**config.mk**
```make
export PLATFORM = sky130hd
export DESIGN_NAME = cll_chb_line_length
export DESIGN_NICKNAME = d
export VERILOG_FILES = /design/src/hdl/cll_pkg.sv /design/src/hdl/cll_apb_slave.sv /design/src/hdl/cll_line_counter.sv /design/src/hdl/cll_chb_line_length.sv
export SDC_FILE = /design/constraint.sdc
export NUM_CORES = 1
export LEC_CHECK = 0
export CAP_MARGIN = 40
export CORE_ASPECT_RATIO = 0.8
export CORE_MARGIN = 2
export CORE_UTILIZATION = 48
export DETAILED_ROUTE_END_ITERATION = 8
export DONT_BUFFER_PORTS = 1
export PLACE_DENSITY = 0.68
export SLEW_MARGIN = 10
export SYNTH_ARGS = -nofsm -noshare
export SYNTH_HDL_FRONTEND = slang
export SYNTH_HIERARCHICAL = 1
export SYNTH_SLANG_ARGS = --single-unit
```
**constraint.sdc**
```tcl
create_clock -name i_clk -period 3.84 [get_ports i_clk]
set_input_delay 0.192 -clock i_clk [delete_from_list [all_inputs] [get_ports i_clk]]
set_output_delay 0.192 -clock i_clk [all_outputs]
set_load 0.005 [all_outputs]
```
**src/hdl/cll_pkg.sv**
```systemverilog
package cll_pkg;

	// Register word indices as printed; byte address is four times the index
	localparam logic [7:0]  CLL_IDX_LSB        = 8'h22;
	localparam logic [7:0]  CLL_IDX_MSB        = 8'h23;
	localparam logic [7:0]  CLL_IDX_MODE       = 8'h30;
	localparam logic [7:0]  CLL_IDX_STATUS     = 8'h31;
	localparam logic [7:0]  CLL_IDX_TRIM       = 8'h32;
	localparam logic [11:0] CLL_ADDR_LSB       = {2'b00, CLL_IDX_LSB, 2'b00};
	localparam logic [11:0] CLL_ADDR_MSB       = {2'b00, CLL_IDX_MSB, 2'b00};
	localparam logic [11:0] CLL_ADDR_MODE      = {2'b00, CLL_IDX_MODE, 2'b00};
	localparam logic [11:0] CLL_ADDR_STATUS    = {2'b00, CLL_IDX_STATUS, 2'b00};
	localparam logic [11:0] CLL_ADDR_TRIM      = {2'b00, CLL_IDX_TRIM, 2'b00};

	// Field layout and reset values
	localparam int          CLL_LSB_W          = 8;
	localparam int          CLL_MSB_W          = 4;
	localparam int          CLL_LEN_W          = 12;
	localparam int          CLL_MODE_W         = 2;
	localparam logic [7:0]  CLL_LSB_RST        = 8'h00;
	localparam logic [3:0]  CLL_MSB_RST        = 4'h0;
	localparam logic [1:0]  CLL_MODE_RST       = 2'h0;
	localparam logic [7:0]  CLL_TRIM_RST       = 8'h00;

	// Input arrangement codes
	localparam logic [1:0]  CLL_MODE_SINGLE    = 2'h0;
	localparam logic [1:0]  CLL_MODE_ODD_EVEN  = 2'h1;
	localparam logic [1:0]  CLL_MODE_LEFT_RIGHT = 2'h2;
	localparam logic [1:0]  CLL_MODE_TWO_STREAM = 2'h3;

	typedef enum logic [2:0]
	{
		CLL_ST_IDLE = 3'b001,
		CLL_ST_LINE = 3'b010,
		CLL_ST_DONE = 3'b100
	} cll_state_t;

endpackage : cll_pkg

```
**src/hdl/cll_apb_slave.sv**
```systemverilog
`timescale 1ns/1ps
// Zero-wait APB slave front end: decodes one access per handshake
module cll_apb_slave
	import cll_pkg::*;
(
	input  wire logic        i_clk,
	input  wire logic        i_rst,
	input  wire logic        i_psel,
	input  wire logic        i_penable,
	input  wire logic        i_pwrite,
	input  wire logic [11:0] i_paddr,
	input  wire logic [31:0] i_rdata,
	input  wire logic        i_hit,
	output logic             o_pready,
	output logic             o_pslverr,
	output logic [31:0]      o_prdata,
	output logic             o_wr,
	output logic             o_rd
);

	typedef struct packed
	{
		logic [31:0] rdata;
	} cll_apb_st_t;

	cll_apb_st_t st_r;
	cll_apb_st_t st_nxt;
	logic        access;

	assign access    = i_psel && i_penable;
	assign o_pready  = 1'b1;
	assign o_pslverr = access && !i_hit;
	assign o_wr      = access && i_pwrite && i_hit;
	assign o_rd      = i_psel && !i_penable && !i_pwrite;
	assign o_prdata  = st_r.rdata;

	always_comb
	begin
		st_nxt = st_r;
		if (o_rd)
		begin
			st_nxt.rdata = i_hit ? i_rdata : 32'h0000_0000;
		end
	end

	always_ff @(posedge i_clk)
	begin
		if (i_rst)
		begin
			st_r <= '0;
		end
		else
		begin
			st_r <= st_nxt;
		end
	end

endmodule : cll_apb_slave

```
**src/hdl/cll_line_counter.sv**
```systemverilog
`timescale 1ns/1ps
// Counts pixels of one active line against a programmed length
module cll_line_counter
	import cll_pkg::*;
#(
	parameter int LEN_W = CLL_LEN_W
)
(
	input  wire logic             i_clk,
	input  wire logic             i_rst,
	input  wire logic             i_enable,
	input  wire logic             i_line_start,
	input  wire logic             i_pixel_valid,
	input  wire logic [LEN_W-1:0] i_length,
	output logic                  o_pixel_take,
	output logic                  o_line_end,
	output logic                  o_busy,
	output logic [LEN_W-1:0]      o_count
);

	// Elaboration-time width check
	if (LEN_W < 1 || LEN_W > 16)
	begin : g_bad_len_w
		$error("cll_line_counter: LEN_W out of range");
	end

	typedef struct packed
	{
		cll_state_t       state;
		logic [LEN_W-1:0] count;
		logic             line_end;
	} cll_cnt_st_t;

	cll_cnt_st_t st_r;
	cll_cnt_st_t st_nxt;

	assign o_busy       = (st_r.state == CLL_ST_LINE);
	assign o_pixel_take = o_busy && i_pixel_valid;
	assign o_line_end   = st_r.line_end;
	assign o_count      = st_r.count;

	always_comb
	begin
		st_nxt          = st_r;
		st_nxt.line_end = 1'b0;
		case (st_r.state)
			CLL_ST_IDLE:
			begin
				if (i_enable && i_line_start && i_length != '0)
				begin
					st_nxt.state = CLL_ST_LINE;
					st_nxt.count = '0;
				end
			end
			CLL_ST_LINE:
			begin
				if (!i_enable)
				begin
					st_nxt.state = CLL_ST_IDLE;
				end
				else if (i_pixel_valid)
				begin
					st_nxt.count = st_r.count + LEN_W'(1);
					if (st_r.count + LEN_W'(1) == i_length)
					begin
						st_nxt.state    = CLL_ST_DONE;
						st_nxt.line_end = 1'b1;
					end
				end
			end
			CLL_ST_DONE:
			begin
				st_nxt.state = CLL_ST_IDLE;
			end
			default:
			begin
				st_nxt.state = CLL_ST_IDLE;
			end
		endcase
	end

	always_ff @(posedge i_clk)
	begin
		if (i_rst)
		begin
			st_r.state    <= CLL_ST_IDLE;
			st_r.count    <= '0;
			st_r.line_end <= 1'b0;
		end
		else
		begin
			st_r <= st_nxt;
		end
	end

endmodule : cll_line_counter

```
**src/hdl/cll_chb_line_length.sv**
```systemverilog
// Design decision made here: the APB slave port.
`timescale 1ns/1ps
// Overview of operation
// - Single-input arrangement ignores the channel B length; no effect on video.
// - Odd/even arrangement: length counts even pixels per line on channel B.
// - Left/right arrangement: length counts right-side pixels, channel B in and out.
// - Two-stream arrangement: length counts pixels of channel B's own stream.
// - Low register bits 7-0 hold length bits 7-0, read/write, reset zero.
// - High register bits 3-0 hold length bits 11-8, reset zero, 7-4 reserved.
module cll_chb_line_length
	import cll_pkg::*;
(
	input  wire logic        i_clk,
	input  wire logic        i_rst,
	input  wire logic        i_psel,
	input  wire logic        i_penable,
	input  wire logic        i_pwrite,
	input  wire logic [11:0] i_paddr,
	input  wire logic [31:0] i_pwdata,
	input  wire logic [3:0]  i_pstrb,
	output logic             o_pready,
	output logic             o_pslverr,
	output logic [31:0]      o_prdata,
	input  wire logic        i_line_start,
	input  wire logic        i_pixel_valid,
	output logic             o_pixel_take,
	output logic             o_pixel_even,
	output logic             o_line_end,
	output logic             o_active,
	output logic [11:0]      o_line_length
);

	////////////////////////////////////////////////////////////////////////////
	// State

	typedef struct packed
	{
		logic [CLL_LSB_W-1:0]  len_lsb;
		logic [CLL_MSB_W-1:0]  len_msb;
		logic [CLL_MODE_W-1:0] mode;
		logic [7:0]            trim;
		logic [CLL_LEN_W-1:0]  length;
		logic                  enable;
		logic [15:0]           lines_done;
	} cll_top_st_t;

	cll_top_st_t st_r;
	cll_top_st_t st_nxt;

	logic                 wr;
	logic                 rd;
	logic                 hit;
	logic [31:0]          rdata;
	logic                 busy;
	logic                 line_end;
	logic [CLL_LEN_W-1:0] count;

	////////////////////////////////////////////////////////////////////////////
	// Bus front end

	assign hit = (i_paddr == CLL_ADDR_LSB) || (i_paddr == CLL_ADDR_MSB)
		|| (i_paddr == CLL_ADDR_MODE) || (i_paddr == CLL_ADDR_STATUS)
		|| (i_paddr == CLL_ADDR_TRIM);

	cll_apb_slave cll_apb_slave_inst
	(
		.i_clk     (i_clk),
		.i_rst     (i_rst),
		.i_psel    (i_psel),
		.i_penable (i_penable),
		.i_pwrite  (i_pwrite),
		.i_paddr   (i_paddr),
		.i_rdata   (rdata),
		.i_hit     (hit),
		.o_pready  (o_pready),
		.o_pslverr (o_pslverr),
		.o_prdata  (o_prdata),
		.o_wr      (wr),
		.o_rd      (rd)
	);

	// Read mux; reserved bits read as zero
	always_comb
	begin
		rdata = 32'h0000_0000;
		case (i_paddr)
			CLL_ADDR_LSB:    rdata = {24'h00_0000, st_r.len_lsb};
			CLL_ADDR_MSB:    rdata = {28'h000_0000, st_r.len_msb};
			CLL_ADDR_MODE:   rdata = {30'h0000_0000, st_r.mode};
			CLL_ADDR_TRIM:   rdata = {24'h00_0000, st_r.trim};
			CLL_ADDR_STATUS: rdata = {3'h0, busy, count, st_r.lines_done};
			default:         rdata = 32'h0000_0000;
		endcase
	end

	////////////////////////////////////////////////////////////////////////////
	// Register and length logic

	function automatic logic [CLL_LEN_W-1:0] join_len(input logic [3:0] msb,
		input logic [7:0] lsb);
		join_len = {msb, lsb};
	endfunction : join_len

	always_comb
	begin
		st_nxt = st_r;
		if (wr && i_pstrb[0])
		begin
			case (i_paddr)
				CLL_ADDR_LSB:  st_nxt.len_lsb = i_pwdata[7:0];
				CLL_ADDR_MSB:  st_nxt.len_msb = i_pwdata[3:0];
				CLL_ADDR_MODE: st_nxt.mode    = i_pwdata[1:0];
				CLL_ADDR_TRIM: st_nxt.trim    = i_pwdata[7:0];
				default:       st_nxt.trim    = st_r.trim;
			endcase
		end
		// Channel B length only drives the path in dual-input arrangements
		case (st_nxt.mode)
			CLL_MODE_SINGLE:     st_nxt.enable = 1'b0;
			CLL_MODE_ODD_EVEN:   st_nxt.enable = 1'b1;
			CLL_MODE_LEFT_RIGHT: st_nxt.enable = 1'b1;
			CLL_MODE_TWO_STREAM: st_nxt.enable = 1'b1;
			default:             st_nxt.enable = 1'b0;
		endcase
		// Software gives the post-trim count; held at zero while ignored
		st_nxt.length = st_nxt.enable ? join_len(st_nxt.len_msb, st_nxt.len_lsb)
			: 12'h000;
		if (line_end)
		begin
			st_nxt.lines_done = st_r.lines_done + 16'h0001;
		end
	end

	always_ff @(posedge i_clk)
	begin
		if (i_rst)
		begin
			st_r.len_lsb    <= CLL_LSB_RST;
			st_r.len_msb    <= CLL_MSB_RST;
			st_r.mode       <= CLL_MODE_RST;
			st_r.trim       <= CLL_TRIM_RST;
			st_r.length     <= {CLL_MSB_RST, CLL_LSB_RST};
			st_r.enable     <= 1'b0;
			st_r.lines_done <= 16'h0000;
		end
		else
		begin
			st_r <= st_nxt;
		end
	end

	////////////////////////////////////////////////////////////////////////////
	// Line pixel counting for channel B

	cll_line_counter #(.LEN_W(CLL_LEN_W)) cll_line_counter_inst
	(
		.i_clk         (i_clk),
		.i_rst         (i_rst),
		.i_enable      (st_r.enable),
		.i_line_start  (i_line_start),
		.i_pixel_valid (i_pixel_valid),
		.i_length      (st_r.length),
		.o_pixel_take  (o_pixel_take),
		.o_line_end    (line_end),
		.o_busy        (busy),
		.o_count       (count)
	);

	assign o_line_end    = line_end;
	assign o_active      = st_r.enable;
	assign o_line_length = st_r.length;
	assign o_pixel_even  = o_pixel_take && (st_r.mode == CLL_MODE_ODD_EVEN);

endmodule : cll_chb_line_length

```
==> summary.txt <==
STA
  – Setup TNS: 0 ns
  – Final Hold Fails: 0
  – Final WS setup: 0.955 ns
  – Worst relative slew slack: 45.9%
  – Clk_skew: 0.00612 ns
  – Max-slew violation count: 0
  – Final period utilization: 75.1%
  – Crit path time final: 2.88 ns
  – F_max: 347 MHz
  – RSZ-0062 raised after global routing: no
  – Slew @ Worst Pin: 0.810 ns
  – Final setup fails: 0

Floorplan
  – Die height: 98.8 um
  – # rows: 34
  – Core box area: 0.0109 sq mm
  – Die width: 123 um
  – Die Area: 0.0121 sq mm
  – # IOs: 105
  – Starting Density: 49.3%

Layout
  – Antenna diodes: 0
  – # fillers: 997
  – Design Area, Final: 0.00558 sq mm
  – Proportion of layout cells with a drive suffix above 1: 7.31%
  – Commonest non-fill, non-tap cell in the layout: dfxtp_1
  – Most frequent cells in the layout: dfxtp_1 (99), nor2_1 (72), mux2i_1 (63), nand2b_1 (35), nand3b_1 (34)
  – Area Overhead vs Synth: 3.41%
  – Area occupied by multi-input gates: 0.00299 sq mm
  – Layout Nets: 614
  – Register area: 0.00198 sq mm

Power and ir drop
  – Power per cell area: 351 mW/mm^2
  – Tot Pwr: 1960 uW
  – Sw Pwr: 450 uW
  – Sw Ratio: 23.0%
  – Peak VDD IR: 0.195 mV
  – Sequential Power Share: 52.4%
  – Clock power frac: 44.7%
  – Pint: 1510 uW
  – Comb pwr share: 2.9%
  – LEAKAGE: 0.00209 uW

Logic synthesis
  – Register area share after synthesis: 36.7%
  – Syn_area_per_cell: 9.16 sq um
  – Async set or reset register ratio after synthesis: 0%
  – Synth warn: 6
  – Synth Register Bits: 99
  – Synth Cell Area: 0.00540 sq mm
  – Netlist cell types: 69
  – Synth Instances: 589
  – Post-synth top flop: dfxtp_1
  – Post-synth EDFFs: 0

Critical path
  – CP Max Fanout: 9
  – R2R Path End: cll_line_counter_inst/o_line_end$_SDFF_PP0_
  – Crit Path Category: input pin to flip-flop
  – RR Startpoint: cll_line_counter_inst/o_count[0]$_SDFFE_PP0P_
  – CP Launch Point: i_paddr[11]
  – CP endpoint: o_line_length[4]$_SDFF_PP0_
  – Arr. time, crit path: 3.12 ns
  – Crit end category: flip-flop
  – Worst Setup Start Kind: input pin
  – Reg2Reg Depth: 6
  – Worst Path Required: 4.08 ns
  – Worst R2R Setup Slack: 1.49 ns

Drt
  – Via count: 4103
  – Per-cell routed wire length: 18.2 um
  – Initial DRC Count: 273
  – First-pass iteration count of the detailed router: 4
  – DR vias/cell: 5.82
  – Final ANT Viol Nets: 0
  – Final WL: 12.8 mm
  – # DRC: 0

Place
  – Pre-CTS setup slack: 0.647 ns
  – # port buffers: 0
  – Placer Congestion: 0.889
  – Post-DP Area: 0.00520 sq mm
  – DPL Wire Length: 8.90 mm

Clock network
  – Setup Fix Bufs, Post-CTS: 0
  – H-Tree Depth: 3
  – Reg clk slew, reported paths: 0.07 ns
  – Deepest clock path buffer count: 2
  – Clock Root Buffer: clkbuf_16
  – Clock insertion delay at the later pin of the skew report: 0.35 ns
  – Clk sinks: 99
  – CTS tree: built
  – Num CTS Buffers: 9

GRT
  – Largest net degree at the start of global routing: 70
  – First-pass GRT wire length: 20.9 mm
  – Vias in the first global route: 3933
  – Total GRT Usage: 22.4%
  – Initial antenna violation count: 0
  – Total gr overflow: 0

Status
  – Status: completed

Hold path
  – Worst min-delay path class: input pin to flip-flop

Run
  – Max cap viols: 0
-- per-layer routing --
| metal | global-route usage (%) | routed length (um) |
|---|---|---|
| met2 | 33.6 | 5610 |
| met1 | 30.1 | 5780 |
| met4 | 6.90 | 225 |
| met5 | 0 | 0 |
| met3 | 7.93 | 1220 |
-- state kept, by name, summed over array words and instances, names as in the netlist --
register	flops
cll_apb_slave_inst/o_prdata	32
cll_line_counter_inst/o_count	12
cll_line_counter_inst/o_line_end	1
cll_line_counter_inst/st_r	3
o_active	1
o_line_length	12
st_r	38
-- cell usage after synthesis, types with 14 or more instances --
| cell type | n | area (sq um) |
|---|---|---|
| dfxtp_1 | 99 | 1980 |
| nor2_1 | 72 | 270 |
| mux2i_1 | 63 | 631 |
| nand2b_1 | 35 | 219 |
| nand3b_1 | 34 | 255 |
| buf_4 | 27 | 203 |
| nand2_1 | 26 | 97.6 |
| and2_1 | 25 | 156 |
| a21oi_1 | 17 | 85.1 |
| o21ai_0 | 15 | 75.1 |
| clkbuf_1 | 14 | 52.6 |
-- stage by stage --
stage / std cells / util [%] / hold WS, ns
after floorplan: 591 / - / 0.264
after global placement: 680 / 47.5 / 0.271
after detailed placement: 681 / 47.6 / 0.275
after CTS: 705 / 51.0 / 0.00709
after global routing: 705 / 51.0 / 0.00821
final: 705 / 51.0 / 0.0139
-- logic make-up after synthesis --
family          count (synthesis)  share of synthesized area [%]
flops                          99                           36.7
xor+xnor                       21                           3.83
mux                            64                           11.9
fa+ha+maj                       3                          0.696
simple gates                  271                           30.3
other cells                     2                          0.139
compound gates                 67                           8.35
buf+inv                        62                           8.07
-- power by group through the flow --
| stage | Clock [uW] | Sequential [uW] | Combinational, uW |
|---|---|---|---|
| 6_report | 876 | 1030 | 56.2 |
| 5_1_grt | 944 | 1030 | 59.1 |
| 4_1_cts | 894 | 1030 | 56.4 |
| 3_5_place_dp | 0 | 1050 | 39.4 |
| 3_3_place_gp | 0 | 1050 | 38.7 |
| 2_1_floorplan | 0 | 1050 | 54.1 |
-- repair_timing --
action,in CTS,in global routing
resized for setup,0,0
hold buffers,8,0
endpoints found under the hold margin,50,0
-- worst min-delay path by stage --
stage | from | to | slack (ns) | cells after the start
CTS | i_pwdata[0] | st_r[39]$_SDFF_PP0_ | 0.007 | 2
floorplan | i_rst | cll_line_counter_inst/o_count[8]$_SDFFE_PP0P_ | 0.26 | 1
finish | i_pwdata[0] | st_r[39]$_SDFF_PP0_ | 0.01 | 2
global route | i_rst | cll_line_counter_inst/o_count[6]$_SDFFE_PP0P_ | 0.008 | 2
global placement | i_rst | cll_line_counter_inst/o_count[4]$_SDFFE_PP0P_ | 0.27 | 1
detailed placement | i_rst | cll_line_counter_inst/o_count[4]$_SDFFE_PP0P_ | 0.28 | 1
-- final cells by class --
cell class                      instances  area share (%)
Clock buffer                            9            4.04
Inverter                                4           0.269
Sequential cell                        99            35.5
Tap cell                              144            3.23
Multi-Input combinational cell        430            53.6
Timing Repair Buffer                   12            2.22
Clock inverter                          7            1.10
-- worst max-delay path, stage by stage --
cell and delay, ns:
or4_4 0.58, nor3_2 0.47, o211a_1 0.25, nand2_1 0.05, nor2_1 0.24, and4b_1 0.26
nand4_1 0.51, mux2i_1 0.49, nor2_1 0.08
Power figures use the tool's default switching activity.
